[src/rtl/adc_pipe_pkg.sv]
// Shared constants for the pipelined converter output interface.
package adc_pipe_pkg;
	// ------------------------------------------------------------
	// Word and pipeline geometry
	// ------------------------------------------------------------
	localparam int ADC_BITS = 12;
	localparam int STAGE_COUNT = 11;
	localparam int CODE_W = 2;
	localparam int RES_W = 14;
	localparam int SUM_W = 15;
	localparam int TOP_BIT = ADC_BITS - 1;
	// Half-clock steps from the sampling rise to the output update.
	localparam int LATENCY_STEPS = 13;

	// ------------------------------------------------------------
	// Residue arithmetic, in output LSB units
	// ------------------------------------------------------------
	localparam logic signed [RES_W-1:0] MID_SCALE = 14'sh0800;
	localparam logic signed [RES_W-1:0] FULL_SCALE = 14'sh1000;
	localparam logic signed [RES_W-1:0] THRESH_HI = 14'sh0400;
	localparam logic signed [RES_W-1:0] THRESH_LO = -14'sh0400;
	localparam logic signed [SUM_W-1:0] SUM_OFFSET = 15'sh0800;

	// ------------------------------------------------------------
	// Stage decision codes (the fourth code is the redundant one)
	// ------------------------------------------------------------
	localparam logic [CODE_W-1:0] CODE_LOW = 2'h0;
	localparam logic [CODE_W-1:0] CODE_MID = 2'h1;
	localparam logic [CODE_W-1:0] CODE_HIGH = 2'h2;
	localparam logic [CODE_W-1:0] CODE_UNUSED = 2'h3;

	// ------------------------------------------------------------
	// Reset values
	// ------------------------------------------------------------
	localparam logic [ADC_BITS-1:0] WORD_RST = 12'h000;
	localparam logic signed [RES_W-1:0] RES_RST = 14'sh0000;
endpackage : adc_pipe_pkg

[src/rtl/code_delay.sv]
// Step-clocked delay line that aligns one stage code.
module code_delay #(
	parameter int DEPTH = 1,
	parameter int W = 2
) (
	input wire logic i_clk, // System clock.
	input wire logic i_nrst, // Synchronous reset, active low.
	input wire logic i_step, // Half-clock step pulse.
	input wire logic [W-1:0] i_code, // Code from the stage.
	output logic [W-1:0] o_code // Code delayed by DEPTH steps.
);
	typedef struct packed {
		logic [DEPTH-1:0][W-1:0] line;
	} state_t;

	state_t st_q;
	state_t st_d;

	// The line shifts only on a step, so it tracks the pipeline.
	always_comb begin
		st_d = st_q;
		if (i_step) begin
			st_d.line[0] = i_code;
			for (int j = 1; j < DEPTH; j++) begin
				st_d.line[j] = st_q.line[j-1];
			end
		end
	end

	// State register.
	always_ff @(posedge i_clk) begin
		if (!i_nrst) begin
			st_q <= '0;
		end else begin
			st_q <= st_d;
		end
	end

	assign o_code = st_q.line[DEPTH-1];

	a_line_holds: assert property (@(posedge i_clk) disable iff (!i_nrst)
		!i_step |=> o_code == $past(o_code))
		else $error("delay line moved without a step");
endmodule : code_delay

[src/rtl/adc_stage.sv]
// One pipeline stage: two-bit quantizer and two-bit feedback converter.
module adc_stage (
	input wire logic i_clk, // System clock.
	input wire logic i_nrst, // Synchronous reset, active low.
	input wire logic i_step, // Half-clock step pulse.
	input wire logic signed [adc_pipe_pkg::RES_W-1:0] i_res, // Residue in.
	output logic signed [adc_pipe_pkg::RES_W-1:0] o_res, // Residue out.
	output logic [adc_pipe_pkg::CODE_W-1:0] o_code // Stage decision.
);
	typedef struct packed {
		logic signed [adc_pipe_pkg::RES_W-1:0] res;
		logic [adc_pipe_pkg::CODE_W-1:0] code;
	} state_t;

	state_t st_q;
	state_t st_d;

	// Quantize against two thresholds, subtract the feedback level and
	// double. The overlap keeps every residue inside half full scale.
	always_comb begin
		st_d = st_q;
		if (i_step) begin
			if (i_res >= adc_pipe_pkg::THRESH_HI) begin
				st_d.code = adc_pipe_pkg::CODE_HIGH;
				st_d.res = (i_res <<< 1) - adc_pipe_pkg::FULL_SCALE;
			end else if (i_res < adc_pipe_pkg::THRESH_LO) begin
				st_d.code = adc_pipe_pkg::CODE_LOW;
				st_d.res = (i_res <<< 1) + adc_pipe_pkg::FULL_SCALE;
			end else begin
				st_d.code = adc_pipe_pkg::CODE_MID;
				st_d.res = i_res <<< 1;
			end
		end
	end

	// State register.
	always_ff @(posedge i_clk) begin
		if (!i_nrst) begin
			st_q <= '{res: adc_pipe_pkg::RES_RST, code: adc_pipe_pkg::CODE_MID};
		end else begin
			st_q <= st_d;
		end
	end

	assign o_res = st_q.res;
	assign o_code = st_q.code;

	a_stage_code: assert property (@(posedge i_clk) disable iff (!i_nrst)
		o_code != adc_pipe_pkg::CODE_UNUSED)
		else $error("stage produced the unused code");
	a_stage_step: assert property (@(posedge i_clk) disable iff (!i_nrst)
		(o_res != $past(o_res)) |-> $past(i_step))
		else $error("stage residue changed without a step");
endmodule : adc_stage

[src/rtl/adc_out_if.sv]
// Top of the pipelined converter: sampling, stages, alignment, output.

// Functional notes
// - Output word appears 6.5 convert clocks after its sampling rising edge.
// - Eleven stages, each with a two-bit quantizer and feedback converter.
// - Stages step twice per convert clock, once on each of its edges.
// - Both rising and falling convert clock edges advance the pipeline.
// - Each stage code except the last passes its own delay line before error correction.
// - Each result leaves as one parallel twelve-bit word.
// - Select low gives straight offset binary; full scale reads all ones.
// - Select high gives two's complement by inverting only the top bit.
// - Disable high drops O_DATA_OE; O_DATA still takes each new word.
// - Disable low drives the data outputs normally.
// - Pin bit one carries the top bit, pin bit twelve the bottom bit.
module adc_out_if (
	input wire logic I_SYS_CLK, // System clock, 200 MHz.
	input wire logic I_NRST, // Synchronous reset, active low.
	input wire logic I_CONV_CLK, // Convert clock, sampled as a level.
	input wire logic [11:0] I_ANALOG, // Ideal input level, offset code.
	input wire logic I_TOP_BIT_INVERT_SELECT, // High: two's complement.
	input wire logic I_OUT_DISABLE, // High: data outputs released.
	output logic [11:0] O_DATA, // Bit 11 is data_bit_top, 0 bottom.
	output logic O_DATA_OE, // High while the data pins are driven.
	output logic O_WORD_STROBE // One-cycle pulse on a new word.
);
	// ------------------------------------------------------------
	// State
	// ------------------------------------------------------------
	typedef struct packed {
		logic conv_prev;
		logic signed [adc_pipe_pkg::RES_W-1:0] held;
		logic [adc_pipe_pkg::ADC_BITS-1:0] corr;
		logic [adc_pipe_pkg::LATENCY_STEPS-1:0] valid;
		logic [adc_pipe_pkg::ADC_BITS-1:0] data;
		logic oe;
		logic strobe;
	} state_t;

	state_t st_q;
	state_t st_d;

	logic rise;
	logic fall;
	logic step;
	logic signed [adc_pipe_pkg::RES_W-1:0] res [adc_pipe_pkg::STAGE_COUNT+1];
	logic [adc_pipe_pkg::CODE_W-1:0] code [adc_pipe_pkg::STAGE_COUNT];
	logic [adc_pipe_pkg::CODE_W-1:0] aligned [adc_pipe_pkg::STAGE_COUNT];
	logic signed [adc_pipe_pkg::SUM_W-1:0] sum;
	logic [adc_pipe_pkg::ADC_BITS-1:0] fixed_word;

	// ------------------------------------------------------------
	// Convert clock edges
	// ------------------------------------------------------------
	// Each edge of the convert clock is one half-clock step.
	assign rise = I_CONV_CLK & ~st_q.conv_prev;
	assign fall = ~I_CONV_CLK & st_q.conv_prev;
	assign step = rise | fall;

	// ------------------------------------------------------------
	// Quantizer pipeline
	// ------------------------------------------------------------
	// The held sample feeds the first stage; each residue feeds the next.
	assign res[0] = st_q.held;

	genvar gi;
	generate
		for (gi = 0; gi < adc_pipe_pkg::STAGE_COUNT; gi++) begin : g_stage
			adc_stage u_stage (
				.i_clk(I_SYS_CLK),
				.i_nrst(I_NRST),
				.i_step(step),
				.i_res(res[gi]),
				.o_res(res[gi+1]),
				.o_code(code[gi])
			);
			// Earlier stages wait longer so all codes meet together.
			if (gi < adc_pipe_pkg::STAGE_COUNT - 1) begin : g_delay
				code_delay #(
					.DEPTH(adc_pipe_pkg::STAGE_COUNT - 1 - gi),
					.W(adc_pipe_pkg::CODE_W)
				) u_delay (
					.i_clk(I_SYS_CLK),
					.i_nrst(I_NRST),
					.i_step(step),
					.i_code(code[gi]),
					.o_code(aligned[gi])
				);
			end else begin : g_last
				assign aligned[gi] = code[gi];
			end
		end
	endgenerate

	// ------------------------------------------------------------
	// Digital error correction
	// ------------------------------------------------------------
	// Overlapping stage codes are added with one-bit shifts between
	// neighbours; the final residue sign settles the bottom bit.
	always_comb begin
		sum = '0;
		for (int k = 0; k < adc_pipe_pkg::STAGE_COUNT; k++) begin
			sum = sum + ((adc_pipe_pkg::SUM_W'(aligned[k]) - 15'sh0001)
				<<< (adc_pipe_pkg::STAGE_COUNT - k));
		end
		if (res[adc_pipe_pkg::STAGE_COUNT] < 0) begin
			sum = sum - 15'sh0001;
		end
		sum = sum + adc_pipe_pkg::SUM_OFFSET;
		fixed_word = sum[adc_pipe_pkg::ADC_BITS-1:0];
	end

	// ------------------------------------------------------------
	// Next state
	// ------------------------------------------------------------
	// Sample on a rise, shift on every step, and load the output on the
	// falling step thirteen steps after the sampling rise.
	always_comb begin
		st_d = st_q;
		st_d.conv_prev = I_CONV_CLK;
		st_d.strobe = 1'b0;
		st_d.oe = ~I_OUT_DISABLE;
		if (rise) begin
			st_d.held = $signed({2'b00, I_ANALOG}) - adc_pipe_pkg::MID_SCALE;
		end
		if (step) begin
			st_d.corr = fixed_word;
			st_d.valid = {st_q.valid[adc_pipe_pkg::LATENCY_STEPS-2:0], rise};
		end
		if (fall && st_q.valid[adc_pipe_pkg::LATENCY_STEPS-1]) begin
			st_d.data = st_q.corr;
			st_d.data[adc_pipe_pkg::TOP_BIT] =
				st_q.corr[adc_pipe_pkg::TOP_BIT] ^ I_TOP_BIT_INVERT_SELECT;
			st_d.strobe = 1'b1;
		end
	end

	// State register.
	always_ff @(posedge I_SYS_CLK) begin
		if (!I_NRST) begin
			st_q <= '{conv_prev: 1'b0, held: adc_pipe_pkg::RES_RST,
				corr: adc_pipe_pkg::WORD_RST, valid: '0,
				data: adc_pipe_pkg::WORD_RST, oe: 1'b0, strobe: 1'b0};
		end else begin
			st_q <= st_d;
		end
	end

	// Outputs come straight from the state register.
	assign O_DATA = st_q.data;
	assign O_DATA_OE = st_q.oe;
	assign O_WORD_STROBE = st_q.strobe;

	// ------------------------------------------------------------
	// Checks
	// ------------------------------------------------------------
	a_word_on_fall: assert property (@(posedge I_SYS_CLK) disable iff (!I_NRST)
		O_WORD_STROBE |-> $past(fall)
			&& $past(st_q.valid[adc_pipe_pkg::LATENCY_STEPS-1]))
		else $error("word delivered off the latency step");
	a_data_moves: assert property (@(posedge I_SYS_CLK) disable iff (!I_NRST)
		(O_DATA != $past(O_DATA)) |-> O_WORD_STROBE)
		else $error("data changed without a word strobe");
	a_strobe_single: assert property (@(posedge I_SYS_CLK) disable iff (!I_NRST)
		O_WORD_STROBE |=> !O_WORD_STROBE)
		else $error("word strobe longer than one cycle");
	a_low_bits: assert property (@(posedge I_SYS_CLK) disable iff (!I_NRST)
		O_WORD_STROBE |-> O_DATA[10:0] == $past(st_q.corr[10:0]))
		else $error("low bits differ from corrected word");
	a_top_coding: assert property (@(posedge I_SYS_CLK) disable iff (!I_NRST)
		O_WORD_STROBE |-> O_DATA[11] ==
			($past(st_q.corr[11]) ^ $past(I_TOP_BIT_INVERT_SELECT)))
		else $error("top bit coding wrong");
	a_oe_follows: assert property (@(posedge I_SYS_CLK) disable iff (!I_NRST)
		$past(I_NRST) |-> O_DATA_OE == !$past(I_OUT_DISABLE))
		else $error("output enable does not follow disable");
	a_edge_step: assert property (@(posedge I_SYS_CLK) disable iff (!I_NRST)
		(I_CONV_CLK != st_q.conv_prev) |=> (st_q.valid[0] == $past(rise))
			|| $past(!step))
		else $error("convert edge did not advance the pipeline");
	a_hold_steady: assert property (@(posedge I_SYS_CLK) disable iff (!I_NRST)
		!step |=> st_q.valid == $past(st_q.valid))
		else $error("pipeline advanced without an edge");

	// Rises and falls alternate, so two samples never sit in neighbouring
	// steps of the valid chain.
	a_rise_fall_alt: assert property (@(posedge I_SYS_CLK)
		disable iff (!I_NRST)
		(st_q.valid & (st_q.valid >> 1)) == '0)
		else $error("two sampling rises in neighbouring steps");
	// The overlap must keep the last residue inside half full scale, or
	// the bottom bit decision would be wrong.
	a_residue_bound: assert property (@(posedge I_SYS_CLK)
		disable iff (!I_NRST)
		res[adc_pipe_pkg::STAGE_COUNT] >= -adc_pipe_pkg::MID_SCALE
			&& res[adc_pipe_pkg::STAGE_COUNT] < adc_pipe_pkg::MID_SCALE)
		else $error("final residue outside half full scale");
	// Straight coding passes the corrected word through untouched.
	a_straight_word: assert property (@(posedge I_SYS_CLK)
		disable iff (!I_NRST)
		O_WORD_STROBE && !$past(I_TOP_BIT_INVERT_SELECT)
			|-> O_DATA == $past(st_q.corr))
		else $error("straight coding altered the word");
	// Two's complement inverts the top bit and keeps all others.
	a_twos_word: assert property (@(posedge I_SYS_CLK)
		disable iff (!I_NRST)
		O_WORD_STROBE && $past(I_TOP_BIT_INVERT_SELECT)
			|-> O_DATA == {~$past(st_q.corr[11]), $past(st_q.corr[10:0])})
		else $error("two's complement coding wrong");
endmodule : adc_out_if

[config.mk]
export PLATFORM = sky130hd
export DESIGN_NAME = adc_out_if
export DESIGN_NICKNAME = d
export VERILOG_FILES = /design/src/rtl/adc_pipe_pkg.sv /design/src/rtl/code_delay.sv /design/src/rtl/adc_stage.sv /design/src/rtl/adc_out_if.sv
export SDC_FILE = /design/constraint.sdc
export NUM_CORES = 1
export LEC_CHECK = 0
export BUFFER_PORTS_ARGS = -buffer_cell sky130_fd_sc_hd__buf_2
export CORE_MARGIN = 1.5
export CORE_UTILIZATION = 60
export DETAILED_ROUTE_END_ITERATION = 6
export PLACE_DENSITY = 0.89
export SLEW_MARGIN = 10
export SYNTH_ARGS = -nofsm -noshare
export SYNTH_HDL_FRONTEND = slang
export SYNTH_SLANG_ARGS = --single-unit
[constraint.sdc]
create_clock -name I_SYS_CLK -period 6.04 [get_ports I_SYS_CLK]
set_clock_uncertainty 0.15 [all_clocks]
set_input_delay 0.604 -clock I_SYS_CLK [delete_from_list [all_inputs] [get_ports I_SYS_CLK]]
set_output_delay 0.604 -clock I_SYS_CLK [all_outputs]
set_load 0.01 [all_outputs]
==> results.toml <==
[placed_design]
numPortBuffers = 30
globalplace.congestion = 0.783
dpl_cell_area_sq_um = 12300
hpwl_mm = 12.1

[route]
drt_iter0_drc = 373
vias = 7652
wl_per_cell_um = 13.0
dr.pass1.iters = 4
routed_wl_mm = 19.3
drc = 0
via_per_inst = 5.16
antenna_left = 0

[layout]
area_delta_synth_final_pct = 8.80
diodes = 0
stdcell_area_sq_um = 13200
final_util_pct = 67.2
fillers = 1552
nets = 1294
drive_above_1_share_pct = 7.47

[clock_tree]
cts_hold_buffers = 0
cts_buffers = 26
cts_tree = "done"
clk_latency_ns = 0.54
clock-sinks = 259
cts.clk_slew.worst_paths_ns = 0.06
cts_resized = 0
htreeDepth = 1
cts_buffer_depth = 3
cts_root_buffer = "clkbuf_16"
cts_setup_buffers = 0

[min_path]
hold_path_class = "primary input to register"

[synth]
netlist_area_sq_um = 12100
yosys_warnings = 0
synth-edff-count = 0
syn_nets = 1319
ys.flop_type = "dfxtp_1"
ys_seq_elements = 259
ys_types = 39
yosysSeqAreaShare_pct = 42.7
async_flop_share_pct = 0
avgSynthCellArea_sq_um = 9.92
synth_cells = 1223

[global_route]
grt_max_degree = 151
grt_pass1_vias = 7381
grt_pass1_wl_mm = 33.5
grt_usage_pct = 18.3
antenna_found_initial = 0
overflow = 0

[floorplan]
fp.dieH_um = 145
dieArea_sq_um = 21100
initial_utilization_pct = 61.7
die_w_um = 145
core_area_sq_um = 19700
ios = 31
row_count = 51

[setup_path]
critPathSlowestCell = "fa_1"
critical-path-max-stage-delay_ns = 0.54
crit_path_end_kind = "register"
critPathMaxFanout = 7
worstPathCellList = "inv_1, ha_1, xor2_1, ha_1, fa_1, inv_1, fa_1, inv_1, ha_1, ha_1, ha_1, fa_1, xor2_1, nor4_1, nor3b_2, xnor2_1, nor4b_2, nand3b_1"
crit_type = "register to register"
critPathArrivalTime_ns = 5.74
crit_top_cell = "ha_1"
crit_required_ns = 6.34
cp-start-kind = "register"

[timing]
tns_ns = 0
finalSetupViolCount = 0
hold_viol = 0
drv_slew = 0
relSlewSlack_pct = 34.2
worst_pin_slew_ns = 0.987
period_share_pct = 90.0
min_period_ns = 5.43
rsz0062_at_grt = "false"
max_freq_mhz = 184

[power_and_ir_drop]
power_density_nw_per_um2 = 328
p_leak_nw = 5.41
ir_worst_vdd_uv = 274

[outcome]
status = "complete, no violations"

[run]
cap_viol_max_count = 0
## registers in the layout (all words and copies together), names as in the netlist
| signal | flops |
|---|---|
| g_stage.u_stage.o_res | 86 |
| g_stage.g_delay.u_delay.st_q | 81 |
| st_q | 26 |
| g_stage.u_stage.o_code | 21 |
| g_stage.g_delay.u_delay.o_code | 19 |
| O_DATA | 12 |
| res | 12 |
| O_DATA_OE | 1 |
| O_WORD_STROBE | 1 |
## layout by cell type (no fill, tap or decap), types with 11 or more instances in the layout
cell type and count:
a21boi_0 11, a21oi_1 57, and2_1 21, buf_2 29
clkbuf_16 26, dfxtp_1 259, fa_1 25, ha_1 53
inv_1 77, mux2i_1 193, nand2_1 68, nand2b_1 14
nor2b_1 211, nor3_1 31, o21ai_0 29, xnor2_1 26
## worst max-delay path, delay by kind of cell (launching register included)
kind	cells	cell delay, ns
adder cells (fa/ha/maj)	8	3.01
AND/OR/NAND/NOR	4	0.94
XOR/XNOR	3	0.76
flip-flops	1	0.31
buffers and inverters	3	0.20
## cells in the mapped netlist (3+ instances only)
| master | number | area share, % |
|---|---|---|
| o21ai_0 | 29 | 1.2 |
| nor2_1 | 3 | 0.093 |
| a21boi_0 | 11 | 0.68 |
| mux2i_1 | 193 | 16 |
| nand2b_1 | 14 | 0.72 |
| buf_2 | 4 | 0.17 |
| fa_1 | 25 | 4.1 |
| buf_1 | 10 | 0.31 |
| ha_1 | 54 | 5.6 |
| xor2_1 | 9 | 0.65 |
| nand2_1 | 68 | 2.1 |
| nor3_1 | 31 | 1.3 |
| a221oi_1 | 9 | 0.65 |
| inv_1 | 77 | 2.4 |
| and2_1 | 21 | 1.1 |
| nand4_1 | 9 | 0.46 |
| dfxtp_1 | 259 | 43 |
| nor2b_1 | 211 | 11 |
| a21o_1 | 3 | 0.19 |
| clkbuf_1 | 60 | 1.9 |
| a21oi_1 | 57 | 2.4 |
| buf_4 | 12 | 0.74 |
| a31o_2 | 9 | 0.65 |
| xnor2_1 | 26 | 1.9 |
## metal layers
metal	track usage [%]	vias to the layer above	wire length, um
met4	5.00	0	279
met2	32.7	82	9440
met5	0	-	0
met3	2.92	22	606
met1	22.9	3567	8980
li1	-	3981	-
## report_power, final
part	internal, mW	total, mW	switching, mW
logic	0.405	0.858	0.453
clock network	1.01	1.66	0.650
registers	1.77	1.80	0.0349
## cell type report
type	count	area, sq um	area share (%)
multi-input combinational	800	6290	47.7
clock inverter	12	174	1.32
inverter	77	289	2.19
tap	265	332	2.51
sequential	259	5180	39.3
timing repair buffer	34	199	1.51
clock buffer	36	728	5.52
## path summary, 6_finish.rpt
path | from | to | slack [ns] | cells after the start
worst max-delay path | g_stage[9].g_delay.u_delay.o_code[0] | st_q[38] | 0.61 | 18
worst min-delay path | I_OUT_DISABLE | O_DATA_OE | 0.08 | 2
worst max register to register | g_stage[9].g_delay.u_delay.o_code[0] | st_q[38] | 0.61 | 18
worst min register to register | st_q[36] | O_DATA[9] | 0.29 | 2
## kinds of logic (layout without fill, tap and decap cells)
kind of cell / count (synthesis) / after routing / synth area share [%]
fa+ha+maj: 79 / 79 / 9.70
simple gates: 370 / 370 / 17.5
xor+xnor: 35 / 35 / 2.53
flops: 259 / 259 / 42.7
compound gates: 122 / 122 / 6.02
mux: 194 / 194 / 16.0
buf+inv: 164 / 159 / 5.50
## through the flow
step           std cells  power (mW)  hold WS, ns  setup slack, ns
6_report            1483        4.32       0.0838            0.605
5_1_grt             1483        4.55       0.0645            0.246
4_1_cts             1483        4.37       0.0656            0.619
3_5_place_dp        1435        2.69        0.305            0.657
3_3_place_gp        1435        2.66        0.299            0.885
2_1_floorplan       1223        2.55        0.285             1.15
Note: power is estimated with default switching activity, not from simulation.
